**config.mk**
```make
export PLATFORM = sky130hd
export DESIGN_NAME = vcr_regs
export DESIGN_NICKNAME = d
export VERILOG_FILES = /design/src/shared/vcr_pkg.sv /design/src/hdl/vcr_regs.sv
export SDC_FILE = /design/constraint.sdc
export NUM_CORES = 1
export LEC_CHECK = 0
export CORE_MARGIN = 2
export CORE_UTILIZATION = 50
export CTS_CLUSTER_DIAMETER = 50
export DETAILED_ROUTE_END_ITERATION = 12
export DONT_BUFFER_PORTS = 1
export GPL_ROUTABILITY_DRIVEN = 1
export GPL_TIMING_DRIVEN = 0
export PLACE_DENSITY_LB_ADDON = 0.12
export SETUP_SLACK_MARGIN = 0.02
export SYNTH_ARGS = -nofsm -noshare
export SYNTH_HDL_FRONTEND = slang
export SYNTH_SLANG_ARGS = --single-unit
```
**constraint.sdc**
```tcl
create_clock -name aclk -period 5 [get_ports aclk]
set_clock_uncertainty 0.15 [all_clocks]
set_input_delay 0.25 -clock aclk [delete_from_list [all_inputs] [get_ports aclk]]
set_output_delay 0.25 -clock aclk [all_outputs]
set_load 0.005 [all_outputs]
```
**src/shared/vcr_pkg.sv**
```systemverilog
// Offsets, field positions and reset values for the channel-0 resource registers
`default_nettype none
package vcr_pkg;
    // Register byte offsets
    localparam logic [11:0] VCR_CAP_OFF = 12'h150;
    localparam logic [11:0] VCR_CTL_OFF = 12'h154;
    localparam logic [11:0] VCR_STS_OFF = 12'h158;
    // Capability fields
    localparam logic [7:0] VCR_ARB_CAP_RST = 8'h09;
    localparam logic [6:0] VCR_SLOTS_RST = 7'h7f;
    localparam logic [7:0] VCR_TBL_OFS_RST = 8'h04;
    localparam int VCR_ADV_SW_BIT = 14;
    localparam int VCR_SNOOP_BIT = 15;
    localparam int VCR_SLOTS_LSB = 16;
    localparam int VCR_TBL_OFS_LSB = 24;
    // Control fields
    localparam logic [7:0] VCR_TC_MAP_RST = 8'hff;
    localparam int VCR_LOAD_BIT = 16;
    localparam int VCR_SEL_LSB = 17;
    localparam int VCR_ID_LSB = 24;
    localparam int VCR_EN_BIT = 31;
    localparam logic VCR_EN_RST = 1'b1;
    localparam logic [2:0] VCR_SEL_DEFAULT = 3'h0;
    localparam logic [2:0] VCR_SEL_WRR = 3'h3;
    localparam logic [2:0] VCR_ID_RST = 3'h0;
    // Status fields
    localparam int VCR_TBL_STS_BIT = 16;
    localparam int VCR_NEG_BIT = 17;
    // AXI responses
    localparam logic [1:0] VCR_RESP_OKAY = 2'h0;
    localparam logic [1:0] VCR_RESP_SLVERR = 2'h2;
endpackage
`default_nettype wire

```
**src/hdl/vcr_regs.sv**
```systemverilog
// Channel-0 resource register bank behind an AXI4-Lite slave
//
// Operation
// Arbitration capability reads fixed 09h
// No time-based scheme on this channel
// Bit 14 reads zero, read-only
// Bit 15 snoop reject reads zero
// Time slots field, loadable default 7Fh
// Table offset reads 04h sixteen-byte units
// Writable traffic class map, default FFh
// Writing load bit applies table
// Load bit always reads zero
// Select keeps 000b/011b, else default
// Channel identifier read-only 000b
// Bit 31 enables channel, resets one
// Table status sets on table write
// Table status clears when load done
// Negotiation pending reads one while negotiating
// Pending clears when negotiation completes
// Reserved bits read zero, ignore writes
//
// Decided for this implementation: the AXI4-Lite register port.
`default_nettype none
module vcr_regs
    import vcr_pkg::*;
(
    // Clock and reset
    input wire logic aclk,
    input wire logic aresetn,
    // AXI4-Lite write address and data
    input wire logic awvalid,
    output logic awready,
    input wire logic [11:0] awaddr,
    input wire logic wvalid,
    output logic wready,
    input wire logic [31:0] wdata,
    input wire logic [3:0] wstrb,
    // AXI4-Lite write response
    output logic bvalid,
    input wire logic bready,
    output logic [1:0] bresp,
    // AXI4-Lite read
    input wire logic arvalid,
    output logic arready,
    input wire logic [11:0] araddr,
    output logic rvalid,
    input wire logic rready,
    output logic [31:0] rdata,
    output logic [1:0] rresp,
    // Autoload of defaults, same clock domain
    input wire logic autoload_valid,
    input wire logic [7:0] autoload_tc_map,
    input wire logic [6:0] autoload_slots,
    // Arbiter side, same clock domain
    input wire logic table_entry_written,
    input wire logic table_load_done,
    input wire logic negotiation_start,
    input wire logic negotiation_done,
    output logic table_load_pulse,
    output logic [7:0] traffic_class_map,
    output logic [2:0] port_arb_select,
    output logic channel_enable
);
    // Bus state
    logic aw_held_q, aw_held_d;
    logic w_held_q, w_held_d;
    logic [11:0] aw_addr_q, aw_addr_d;
    logic [31:0] w_data_q, w_data_d;
    logic [3:0] w_strb_q, w_strb_d;
    logic bvalid_q, bvalid_d;
    logic [1:0] bresp_q, bresp_d;
    logic rvalid_q, rvalid_d;
    logic [31:0] rdata_q, rdata_d;
    logic [1:0] rresp_q, rresp_d;
    logic awready_q, awready_d;
    logic wready_q, wready_d;
    logic arready_q, arready_d;
    // Register state
    logic [7:0] tc_map_q, tc_map_d;
    logic [6:0] slots_q, slots_d;
    logic [2:0] sel_q, sel_d;
    logic en_q, en_d;
    logic load_q, load_d;
    logic tbl_sts_q, tbl_sts_d;
    logic neg_q, neg_d;
    logic do_write;
    logic [11:0] wr_addr;
    logic [31:0] wr_data;
    logic [3:0] wr_strb;

    // Word decode, shared by read and write paths
    function automatic logic is_mapped(input logic [11:0] a);
        is_mapped = (a[11:2] == VCR_CAP_OFF[11:2]) || (a[11:2] == VCR_CTL_OFF[11:2])
            || (a[11:2] == VCR_STS_OFF[11:2]);
    endfunction

    // Read view of the three words
    function automatic logic [31:0] read_word(input logic [11:0] a, input logic [7:0] tcm,
        input logic [6:0] sl, input logic [2:0] sl3, input logic e, input logic ts, input logic ng);
        logic [31:0] v;
        v = 32'h0;
        if (a[11:2] == VCR_CAP_OFF[11:2]) begin
            // fixed capability; R2 no time-based bit in it
            v[7:0] = VCR_ARB_CAP_RST;
            // advanced switching zero
            v[VCR_ADV_SW_BIT] = 1'b0;
            // snoop reject zero
            v[VCR_SNOOP_BIT] = 1'b0;
            // time slots field
            v[VCR_SLOTS_LSB +: 7] = sl;
            // table offset field
            v[VCR_TBL_OFS_LSB +: 8] = VCR_TBL_OFS_RST;
        end else if (a[11:2] == VCR_CTL_OFF[11:2]) begin
            v[7:0] = tcm;
            // load bit reads zero
            v[VCR_LOAD_BIT] = 1'b0;
            v[VCR_SEL_LSB +: 3] = sl3;
            // identifier constant
            v[VCR_ID_LSB +: 3] = VCR_ID_RST;
            v[VCR_EN_BIT] = e;
        end else if (a[11:2] == VCR_STS_OFF[11:2]) begin
            v[VCR_TBL_STS_BIT] = ts;
            v[VCR_NEG_BIT] = ng;
        end
        // everything else stays zero
        read_word = v;
    endfunction

    // Write path: capture address and data in either order
    always_comb begin
        aw_held_d = aw_held_q;
        w_held_d = w_held_q;
        aw_addr_d = aw_addr_q;
        w_data_d = w_data_q;
        w_strb_d = w_strb_q;
        bvalid_d = bvalid_q;
        bresp_d = bresp_q;
        wr_addr = aw_held_q ? aw_addr_q : awaddr;
        wr_data = w_held_q ? w_data_q : wdata;
        wr_strb = w_held_q ? w_strb_q : wstrb;
        do_write = 1'b0;
        if (awvalid && awready) begin
            aw_held_d = 1'b1;
            aw_addr_d = awaddr;
        end
        if (wvalid && wready) begin
            w_held_d = 1'b1;
            w_data_d = wdata;
            w_strb_d = wstrb;
        end
        if (bvalid_q && bready) begin
            bvalid_d = 1'b0;
        end
        // Both halves present and no response pending
        if ((aw_held_q || (awvalid && awready)) && (w_held_q || (wvalid && wready)) && !bvalid_q) begin
            do_write = 1'b1;
            aw_held_d = 1'b0;
            w_held_d = 1'b0;
            bvalid_d = 1'b1;
            bresp_d = is_mapped(wr_addr) ? VCR_RESP_OKAY : VCR_RESP_SLVERR;
        end
        // Ready only while the slot stays empty, so a held beat is never overwritten
        awready_d = !aw_held_d && !bvalid_d;
        wready_d = !w_held_d && !bvalid_d;
    end

    // Write path registers
    always_ff @(posedge aclk) begin
        if (!aresetn) begin
            aw_held_q <= 1'b0;
            w_held_q <= 1'b0;
            aw_addr_q <= 12'h0;
            w_data_q <= 32'h0;
            w_strb_q <= 4'h0;
            bvalid_q <= 1'b0;
            bresp_q <= VCR_RESP_OKAY;
            awready_q <= 1'b1;
            wready_q <= 1'b1;
        end else begin
            aw_held_q <= aw_held_d;
            w_held_q <= w_held_d;
            aw_addr_q <= aw_addr_d;
            w_data_q <= w_data_d;
            w_strb_q <= w_strb_d;
            bvalid_q <= bvalid_d;
            bresp_q <= bresp_d;
            awready_q <= awready_d;
            wready_q <= wready_d;
        end
    end

    // Readies from flops, loaded from the next state
    assign awready = awready_q;
    assign wready = wready_q;

    // Read path: one outstanding read, answered next cycle
    always_comb begin
        rvalid_d = rvalid_q;
        rdata_d = rdata_q;
        rresp_d = rresp_q;
        if (rvalid_q && rready) begin
            rvalid_d = 1'b0;
        end
        if (arvalid && !rvalid_q) begin
            rvalid_d = 1'b1;
            rdata_d = read_word(araddr, tc_map_q, slots_q, sel_q, en_q, tbl_sts_q, neg_q);
            rresp_d = is_mapped(araddr) ? VCR_RESP_OKAY : VCR_RESP_SLVERR;
        end
        // Refuse a new read while an answer stands
        arready_d = !rvalid_d;
    end

    // Read path registers
    always_ff @(posedge aclk) begin
        if (!aresetn) begin
            rvalid_q <= 1'b0;
            rdata_q <= 32'h0;
            rresp_q <= VCR_RESP_OKAY;
            arready_q <= 1'b1;
        end else begin
            rvalid_q <= rvalid_d;
            rdata_q <= rdata_d;
            rresp_q <= rresp_d;
            arready_q <= arready_d;
        end
    end

    assign arready = arready_q;

    // Register contents and hardware-driven flags
    always_comb begin
        tc_map_d = tc_map_q;
        slots_d = slots_q;
        sel_d = sel_q;
        en_d = en_q;
        load_d = 1'b0;
        tbl_sts_d = tbl_sts_q;
        neg_d = neg_q;
        // autoload replaces time slot default
        if (autoload_valid) begin
            slots_d = autoload_slots;
        end
        // autoload replaces map default
        if (autoload_valid) begin
            tc_map_d = autoload_tc_map;
        end
        if (do_write && (wr_addr[11:2] == VCR_CTL_OFF[11:2])) begin
            // map written via byte lane 0
            if (wr_strb[0]) begin
                tc_map_d = wr_data[7:0];
            end
            if (wr_strb[2]) begin
                // load request pulse
                load_d = wr_data[VCR_LOAD_BIT];
                // unsupported codes fall back
                if (wr_data[VCR_SEL_LSB +: 3] == VCR_SEL_WRR) begin
                    sel_d = VCR_SEL_WRR;
                end else begin
                    sel_d = VCR_SEL_DEFAULT;
                end
            end
            // channel enable bit
            if (wr_strb[3]) begin
                en_d = wr_data[VCR_EN_BIT];
            end
        end
        // clear on load completion
        if (table_load_done) begin
            tbl_sts_d = 1'b0;
        end
        // set wins over clear
        if (table_entry_written) begin
            tbl_sts_d = 1'b1;
        end
        // clear when negotiation completes
        if (negotiation_done) begin
            neg_d = 1'b0;
        end
        // pending while negotiating
        if (negotiation_start) begin
            neg_d = 1'b1;
        end
    end

    // Register contents flops
    always_ff @(posedge aclk) begin
        if (!aresetn) begin
            tc_map_q <= VCR_TC_MAP_RST;
            slots_q <= VCR_SLOTS_RST;
            sel_q <= VCR_SEL_DEFAULT;
            en_q <= VCR_EN_RST;
            load_q <= 1'b0;
            tbl_sts_q <= 1'b0;
            neg_q <= 1'b0;
        end else begin
            tc_map_q <= tc_map_d;
            slots_q <= slots_d;
            sel_q <= sel_d;
            en_q <= en_d;
            load_q <= load_d;
            tbl_sts_q <= tbl_sts_d;
            neg_q <= neg_d;
        end
    end

    // Outputs straight from flops
    assign bvalid = bvalid_q;
    assign bresp = bresp_q;
    assign rvalid = rvalid_q;
    assign rdata = rdata_q;
    assign rresp = rresp_q;
    assign table_load_pulse = load_q;
    assign traffic_class_map = tc_map_q;
    assign port_arb_select = sel_q;
    assign channel_enable = en_q;
endmodule
`default_nettype wire

```
==> results of run 1 <==
[routing by layer]
layer	part of all wire, %	up-vias	routed length, µm
met3	6.9	8	538
li1	-	1299	-
met1	44	1188	3460
met5	0	-	0
met2	48	84	3740
met4	1.3	0	104
[cell usage in the layout, fill, tap and decap left out, types with 2 or more instances in the layout]
| cell type | instances |
|---|---|
| nand2_1 | 85 |
| dfxtp_1 | 72 |
| dlygate4sd3_1 | 42 |
| mux2i_1 | 30 |
| a21boi_0 | 29 |
| buf_4 | 21 |
| conb_1 | 18 |
| clkbuf_1 | 14 |
| nor2b_1 | 11 |
| clkbuf_8 | 10 |
| mux2_2 | 9 |
| a22o_1 | 7 |
| a21oi_1 | 6 |
| o21ai_0 | 6 |
| a32oi_1 | 5 |
| bufinv_16 | 4 |
| and2_1 | 3 |
| nand3b_1 | 3 |
| nor3_1 | 3 |
| o221a_2 | 3 |
| o21a_1 | 3 |
| o211ai_1 | 3 |
| inv_1 | 3 |
| a22oi_1 | 3 |
| buf_1 | 2 |
| nor4_4 | 2 |
| o31ai_1 | 2 |
| nand3_1 | 2 |
| nand2b_1 | 2 |
| clkinv_2 | 2 |
[through the flow]
stage	std cells	setup WS (ns)	hold slack, ns	power (mW)
2_1_floorplan	361	3.11	0.224	0.734
3_3_place_gp	438	2.86	0.226	0.761
3_5_place_dp	438	2.81	0.228	0.765
4_1_cts	496	2.81	0.00434	1.40
5_1_grt	496	2.66	0.0203	1.44
6_report	496	2.82	0.0158	1.39
[synthesized netlist by cell type, drive strengths merged (2+ instances only)]
master / number
nand2b: 2
buf: 25
a22oi: 3
nor3: 3
clkbuf: 14
or4b: 2
dfxtp: 72
inv: 3
nand3: 2
o21ai: 6
o211ai: 4
a22o: 7
mux2i: 30
o221a: 3
nor2b: 11
a21boi: 29
o21a: 3
nand2: 85
and2: 3
nor4: 3
o31ai: 2
mux2: 10
a21oi: 6
nand3b: 3
a32oi: 5
[area by class of cell]
type	instances	area [µm²]	area share (%)
inverters	3	11.3	0.276
plain buffers	39	234	5.74
repair buffers	42	420	10.3
clock inverters	6	130	3.19
multi-input cells	247	1610	39.4
clock buffers	10	138	3.37
well taps	77	96.3	2.36
flip-flops and latches	72	1440	35.3
[cells by family (layout without fill, tap and decap cells)]
group	after synthesis	count (layout)	synth area share, %
simple gates	120	120	18.4
compound gates	69	69	16.4
flops	72	72	44.6
buf+inv	42	100	7.59
mux	40	40	12.9
other cells	1	18	0.116
[sequential cells by signal, indices dropped and copies added (netlist names), 3 cells and up]
| name | flops |
|---|---|
| traffic_class_map | 8 |
| rdata | 17 |
| slots_q | 7 |
| w_strb_q | 3 |
| w_data_q | 13 |
| aw_addr_q | 10 |
[path summary, 6_finish.rpt]
kind	start	to	slack, ns	depth (start not counted)
min reg2reg	w_data_q[3]$_SDFFE_PN0P_	w_data_q[3]$_SDFFE_PN0P_	0.31	2
max reg2reg	aw_held_q$_SDFF_PN0_	traffic_class_map[6]$_SDFF_PN1_	2.82	5
min	autoload_tc_map[1]	traffic_class_map[1]$_SDFF_PN1_	0.02	3
max	aw_held_q$_SDFF_PN0_	traffic_class_map[6]$_SDFF_PN1_	2.82	5
[worst register-to-register path, delay by kind of cell (launching register included)]
family | cells | cell delay, ns
and+or+nand+nor | 2 | 0.87
muxes | 1 | 0.36
DFF | 1 | 0.32
AOI/OAI and AO/OA | 1 | 0.24
buffers and inverters | 1 | 0.13
[power groups by stage]
stage	logic (mW)	registers (mW)	clock network (mW)
3_3_place_gp	0.127	0.634	0
2_1_floorplan	0.105	0.629	0
6_report	0.159	0.622	0.606
4_1_cts	0.158	0.622	0.616
3_5_place_dp	0.130	0.635	0
5_1_grt	0.175	0.625	0.636
==> flow_summary.ini, run 1 <==
[timing]
fin_crit_sh_pct = 43.6
fin_crit_ns = 2.18
setup_viol = 0
hold_viol = 0
rsz0062_at_grt = false
slew_viol_final = 0
fmax_mhz = 459
worst_pin_slew_ns = 0.916
maxSlewHeadroom_pct = 38.4
timing.setup.tns_ns = 0

[finish]
nNetsFinal = 501
n_fill_cell = 551
areaGrowthSynthToFinish_pct = 26.3
drive_gt1_share_pct = 13.6
utilization_pct = 64.6
antenna_cells = 0
final_area_mm2 = 0.00408

[pwr]
cell_internal_pwr_mw = 1.08
power_density_mw_per_mm2 = 340
p_switching_mw = 0.310
p_leak_nw = 1.63
share_comb_of_total_power_pct = 11.4
p_seq_share_pct = 44.9
ir_drop_mv = 0.209
netSwitchingFraction_pct = 22.4
p_clk_share_pct = 43.7

[detailed_routing]
via_per_inst = 5.20
wl_per_cell_um = 15.8
ant_nets = 0
drt-initial-drc-count = 107
drt_drc_violations_left = 0
drt-pass1-iter-count = 4
dr_total_vias = 2579
routed_wirelength_um = 7850

[clock_tree]
clock_sinks = 72
root_buffer = clkbuf_8
cts_resized = 0
holdBufCountCts = 42
clk_pin_slew_ns = 0.08
h-tree-depth = 3
clock_latency_ns = 0.34
clockBufferDepth = 2
post_cts_buffers = 0
cts_buffers = 9
cts_tree = done

[logic_synthesis]
synth.cell_area_mm2 = 0.00323
syn-mean-instance-area_um2 = 9.39
synthTopCellsByArea = dfxtp_1 (45%), nand2_1 (9.9%), mux2i_1 (9.3%)
yosysSeqAreaShare_pct = 44.6
yosysTopAreaCell = dfxtp_1
synth_seq_cells = 72
synth_edf_count = 0
netlist_instances = 344
synth-main-ff-cell = dfxtp_1
ys_types = 40
synth_top_area_share_pct = 44.6
synth-async-reset-ratio_pct = 0
yosys_warnings = 0

[global_route]
track_usage_pct = 22.0
grt_pass1_wl_um = 12400
antenna_found_initial = 0
overflow = 0
grt_max_degree = 13
grt.met2_usage_pct = 36.2
met1_usage_pct = 27.3
grt_pass1_vias = 2513
use_met3_pct = 6.78
grt.busiest_layer = met2

[critical_path]
cp_data_arrival_time_ns = 2.26
cp_cell_sequence = buf_6 > nand4bb_1 > nor4_1 > o211ai_4 > mux2_4
end_kind = flop
start_kind = flop
worstPathRequired_ns = 5.08
critical_path_class = flop to flop
cp_num_buf_inv = 1
cpMaxStageDelayCell = nor4_1
crit_family = simple AND/OR/NAND/NOR gates
max_stage_delay_ns = 0.76
crit_path_max_fanout = 9

[placed_design]
io_buffer_count = 0
hpwl_um = 5410
place_area_mm2 = 0.00339
gp_congestion = 0.763

[status]
status = complete, no violations

[floorplanning]
chipHeight_um = 84.4
io_pins = 141
start_util_pct = 51.2
die-area_mm2 = 0.00712
rows = 29
dieWidth_um = 84.4
core-area_mm2 = 0.00631

[flow_run]
maxCapViolations = 0

[worst_hold_path]
worstHoldPathType = input port to flop
(Power assumes the default switching activity.)
==> inputs of run 2 (changes only) <==
==> constraint.sdc (replaced) <==
create_clock -name aclk -period 2 [get_ports aclk]
set_clock_uncertainty 0.15 [all_clocks]
set_input_delay 0.1 -clock aclk [delete_from_list [all_inputs] [get_ports aclk]]
set_output_delay 0.1 -clock aclk [all_outputs]
set_load 0.005 [all_outputs]
==> run 2 against run 1 <==
Largest power group unchanged. Via count grew 3.3%. First-iteration DRC count fell by 12%. Worst setup slack lost 2.7 ns. Sequential share of layout area fell by 1.8 points.
==> flow_summary.ini, run 2 (synthesis results as in run 1) <==
[clock_tree]
post_cts_buffers = 0
clockBufferDepth = 2
cts_buffers = 9
h-tree-depth = 3
clock_latency_ns = 0.34
clock_sinks = 72
clk_pin_slew_ns = 0.08
cts_tree = done
root_buffer = clkbuf_8

[finish]
areaGrowthSynthToFinish_pct = 32.8
layout_common_cells = nand2_1 (85), dfxtp_1 (72), dlygate4sd3_1 (61)
register_area_mm2 = 0.00144
drive_gt1_share_pct = 14.2
utilization_pct = 68.0
antenna_cells = 0
largest_register_ffs = 17
multi_input_area_mm2 = 0.00163
final_area_mm2 = 0.00429
layout_commonest_cell = nand2_1
nNetsFinal = 519
final_cells = 514
n_fill_cell = 522

[floorplanning]
dieWidth_um = 84.4
start_util_pct = 51.2
die-area_mm2 = 0.00712
io_pins = 141
chipHeight_um = 84.4
rows = 29
core-area_mm2 = 0.00631

[critical_path]
crit_path_max_fanout = 9
reg2reg_slack_ns = 0.1
r2r_cells = 5
start_kind = flop
startpoint = aw_held_q$_SDFF_PN0_
r2r-start = aw_held_q$_SDFF_PN0_
critical_path_class = flop to flop
rr_endpoint = traffic_class_map[6]$_SDFF_PN1_
worstPathRequired_ns = 2.08
end_kind = flop
cp_cell_sequence = buf_6 > or3b_2 > a21oi_2 > o211ai_4 > mux2_4
cpMaxStageDelayCell = or3b_2
cp_num_buf_inv = 1
max_stage_delay_ns = 0.50
crit_family = simple AND/OR/NAND/NOR gates
cp_data_arrival_time_ns = 1.99
cp-endpoint = traffic_class_map[6]$_SDFF_PN1_
cp_num_cells = 5

[placed_design]
hpwl_um = 5410
place_area_mm2 = 0.00339
gp_congestion = 0.763
io_buffer_count = 0
placedCellCount = 438

[global_route]
track_usage_pct = 22.9
grt_pass1_vias = 2616
overflow = 0
antenna_found_initial = 0
grt_max_degree = 13
grt_pass1_wl_um = 13000

[detailed_routing]
wl_per_cell_um = 15.8
routed_wirelength_um = 8100
drt_drc_violations_left = 0
dr_total_vias = 2664
drt-initial-drc-count = 94
via_per_inst = 5.18
drt-pass1-iter-count = 4
ant_nets = 0

[timing]
fin_crit_sh_pct = 95.2
worst_pin_slew_ns = 0.548
setup_viol = 0
slew_viol_final = 0
fmax_mhz = 525
maxSlewHeadroom_pct = 63.2
hold_viol = 0
rsz0062_at_grt = false
fin_crit_ns = 1.90

[status]
status = complete, no violations

[worst_hold_path]
worstHoldPathType = input port to flop

[flow_run]
maxCapViolations = 0

[pwr]
p_leak_nw = 1.73
power_density_mw_per_mm2 = 819
ir_drop_mv = 0.556
total_power_mw = 3.52
run 2: what timing repair did:
action / CTS / global route
setup endpoints to repair: 12 / 24
pin swaps: 0 / 1
hold buffers: 61 / 0
gates resized for setup: 3 / 3
hold endpoints to repair: 65 / 0
run 2: worst min-delay path by stage:
stage	startpoint	slack [ns]	cells past startpoint	endpoint
floorplan	negotiation_start	0.07	1	neg_q$_SDFFE_PN0P_
global placement	table_entry_written	0.08	1	tbl_sts_q$_SDFFE_PN0P_
detailed placement	negotiation_start	0.08	1	neg_q$_SDFFE_PN0P_
CTS	araddr[2]	0.002	4	rdata[17]$_SDFFE_PN0P_
global route	araddr[11]	0.04	3	rresp[1]$_SDFFE_PN0P_
finish	araddr[2]	0.01	4	rdata[17]$_SDFFE_PN0P_
run 2: area by class of cell:
class / instances / area share [%]
Tap cell: 77 / 2.24
Timing Repair Buffer: 61 / 14.2
Clock inverter: 6 / 3.03
Multi-Input combinational cell: 247 / 38.0
Sequential cell: 72 / 33.6
Inverter: 3 / 0.262
Clock buffer: 10 / 3.21
Buffer: 38 / 5.39
run 2: per-stage QoR:
step                hold slack [ns]  TNS [ns]  worst slack [ns]
finish                       0.0134         0            0.0968
global route                 0.0358         0            0.0370
CTS                         0.00224         0            0.0353
detailed placement           0.0777     -1.52            -0.188
global placement             0.0757     -1.06            -0.138
floorplan                    0.0738         0             0.108
run 2: tightest hold or removal path: stages:
cell,delay [ns]
mux2i_1,0.06
o2bb2ai_1,0.14
a22oi_1,0.07
nor2b_1,0.10
run 2: where the power goes:
part | total (mW) | internal [mW] | switching [mW]
sequential | 1.56 | 1.51 | 0.0518
combinational | 0.437 | 0.227 | 0.210
clock | 1.52 | 0.985 | 0.537
run 2: per-layer routing:
layer / vias up / global-route usage [%] / routed length, µm / share of wire (%)
met5: - / 0 / 0 / 0
met4: 0 / 8.37 / 141 / 1.7
met3: 12 / 6.39 / 557 / 6.9
met2: 93 / 38.2 / 3920 / 48
met1: 1221 / 28.5 / 3480 / 43
li1: 1338 / - / - / -
==> inputs of run 3 (changes only) <==
--- a/config.mk
+++ b/config.mk
@@ -12,7 +12,9 @@
 export DONT_BUFFER_PORTS = 1
 export GPL_ROUTABILITY_DRIVEN = 1
 export GPL_TIMING_DRIVEN = 0
+export MAX_ROUTING_LAYER = met4
 export PLACE_DENSITY_LB_ADDON = 0.12
+export RECOVER_POWER = 25
 export SETUP_SLACK_MARGIN = 0.02
 export SYNTH_ARGS = -nofsm -noshare
 export SYNTH_HDL_FRONTEND = slang
==> constraint.sdc (replaced) <==
create_clock -name aclk -period 2 [get_ports aclk]
set_clock_uncertainty 0.15 [all_clocks]
set_input_delay 0.5 -clock aclk [delete_from_list [all_inputs] [get_ports aclk]]
set_output_delay 0.5 -clock aclk [all_outputs]
set_load 0.005 [all_outputs]
==> run 3 against run 2 <==
Critical path type unchanged. Critical path depth did not move. Count of clock-buffer cells in the layout unchanged. Cell count fell by 11%. Via count shrank 9.1%. Combinational power down 26%. Critical endpoint unchanged. Clock power shrank 38%. Fmax is 1.2% higher.
==> flow_summary.ini, run 3 (synthesis results as in run 1) <==
[clock_tree]
root_buffer = clkbuf_8
clock_latency_ns = 0.34
cts_tree = done
clk_pin_slew_ns = 0.08
clockBufferDepth = 2
clock_sinks = 72
cts_buffers = 9
h-tree-depth = 3

[worst_hold_path]
min_path_cells = 1
hold_start = table_entry_written
worstHoldPathType = input port to flop
min_to = tbl_sts_q$_SDFFE_PN0P_

[critical_path]
reg2reg_slack_ns = 0.12
cpMaxStageDelayCell = or3b_2
cp_cell_sequence = buf_6 > or3b_2 > a21oi_2 > o211ai_4 > mux2_4
worstPathRequired_ns = 2.08
cp_data_arrival_time_ns = 1.96
r2r-start = aw_held_q$_SDFF_PN0_
rr_endpoint = traffic_class_map[6]$_SDFF_PN1_
start_kind = flop
end_kind = flop
crit_path_max_fanout = 9
r2r_cells = 5
max_stage_delay_ns = 0.49
critical_path_class = flop to flop

[floorplanning]
core-area_mm2 = 0.00631
dieWidth_um = 84.4
io_pins = 141
rows = 29
chipHeight_um = 84.4
start_util_pct = 51.2
die-area_mm2 = 0.00712

[finish]
layout_common_cells = nand2_1 (85), dfxtp_1 (72), mux2i_1 (30)
n_fill_cell = 577
final_area_mm2 = 0.00360
register_area_mm2 = 0.00144
multi_input_area_mm2 = 0.00164
utilization_pct = 57.0
nNetsFinal = 462
drive_gt1_share_pct = 16.9
antenna_cells = 0
final_cells = 456
largest_register_ffs = 17
areaGrowthSynthToFinish_pct = 11.4
layout_commonest_cell = nand2_1

[detailed_routing]
drt_drc_violations_left = 0
via_per_inst = 5.31
drt-initial-drc-count = 52
ant_nets = 0
dr_total_vias = 2422
wl_per_cell_um = 15.9
drt-pass1-iter-count = 4
routed_wirelength_um = 7250

[pwr]
power_density_mw_per_mm2 = 785
total_power_mw = 2.82
ir_drop_mv = 0.532
p_leak_nw = 1.43

[placed_design]
gp_congestion = 0.777
pre_cts_ws_ns = -0.259
place_area_mm2 = 0.00340
hpwl_um = 5360
placedCellCount = 438
io_buffer_count = 0

[timing]
slew_viol_final = 0
setup_viol = 0
rsz0062_at_grt = false
fin_crit_sh_pct = 94.1
maxSlewHeadroom_pct = 64.5
hold_viol = 0
fmax_mhz = 532
worst_pin_slew_ns = 0.532
fin_crit_ns = 1.88
setup_ws_ns = 0.119

[global_route]
grt_pass1_wl_um = 11600
overflow = 0
grt_max_degree = 12
grt_pass1_vias = 2313
track_usage_pct = 21.1
antenna_found_initial = 0

[status]
status = complete, no violations

[flow_run]
maxCapViolations = 0
-- run 3: timing repair --
item | CTS | global route
setup buffers | 0 | 3
hold buffers | 0 | 0
pin swaps | 0 | 1
hold endpoints to repair | 0 | 0
endpoints found under the setup margin | 12 | 16
gates resized for setup | 2 | 5
-- run 3: worst max-delay path: cells and delay by family, from the launching register on --
| family | cells | cell delay [ns] |
|---|---|---|
| and+or+nand+nor | 1 | 0.49 |
| DFF | 1 | 0.31 |
| AOI/OAI and AO/OA | 2 | 0.36 |
| muxes | 1 | 0.34 |
| buffers and inverters | 1 | 0.13 |
-- run 3: how the worst max path moves through the flow --
stage	from	endpoint
finish	aw_held_q$_SDFF_PN0_	traffic_class_map[6]$_SDFF_PN1_
CTS	w_held_q$_SDFF_PN0_	traffic_class_map[2]$_SDFF_PN1_
global route	w_held_q$_SDFF_PN0_	traffic_class_map[6]$_SDFF_PN1_
global placement	araddr[11]	rdata[4]$_SDFFE_PN0P_
detailed placement	araddr[11]	rdata[2]$_SDFFE_PN0P_
floorplan	awaddr[11]	traffic_class_map[6]$_SDFF_PN1_
-- run 3: where the power goes --
group          leakage [nW]  switching (mW)  internal, mW
Sequential            0.590          0.0490          1.51
Clock                0.0854           0.512         0.433
Combinational         0.755           0.178         0.147
-- run 3: per-layer routing --
layer | vias to the layer above | routed length [µm] | global-route usage [%]
li1 | 1217 | - | -
met1 | 1117 | 3260 | 26.8
met2 | 79 | 3290 | 32.0
met3 | 9 | 587 | 5.70
met4 | 0 | 110 | 8.80
met5 | - | 0 | -
-- run 3: through the flow --
stage	hold WS (ns)	TNS (ns)
4_1_cts	0.132	0
5_1_grt	0.125	0
2_1_floorplan	0.287	-1.39
3_3_place_gp	0.298	-4.40
6_report	0.137	0
3_5_place_dp	0.304	-4.70
-- run 3: area by class of cell --
type,count,share of cell area [%]
plain buffers,39,6.67
clock buffers,10,3.55
clock inverters,5,0.695
inverters,3,0.313
multi-input cells,247,45.4
flip-flops and latches,72,40.0
well taps,77,2.68
repair buffers,3,0.626
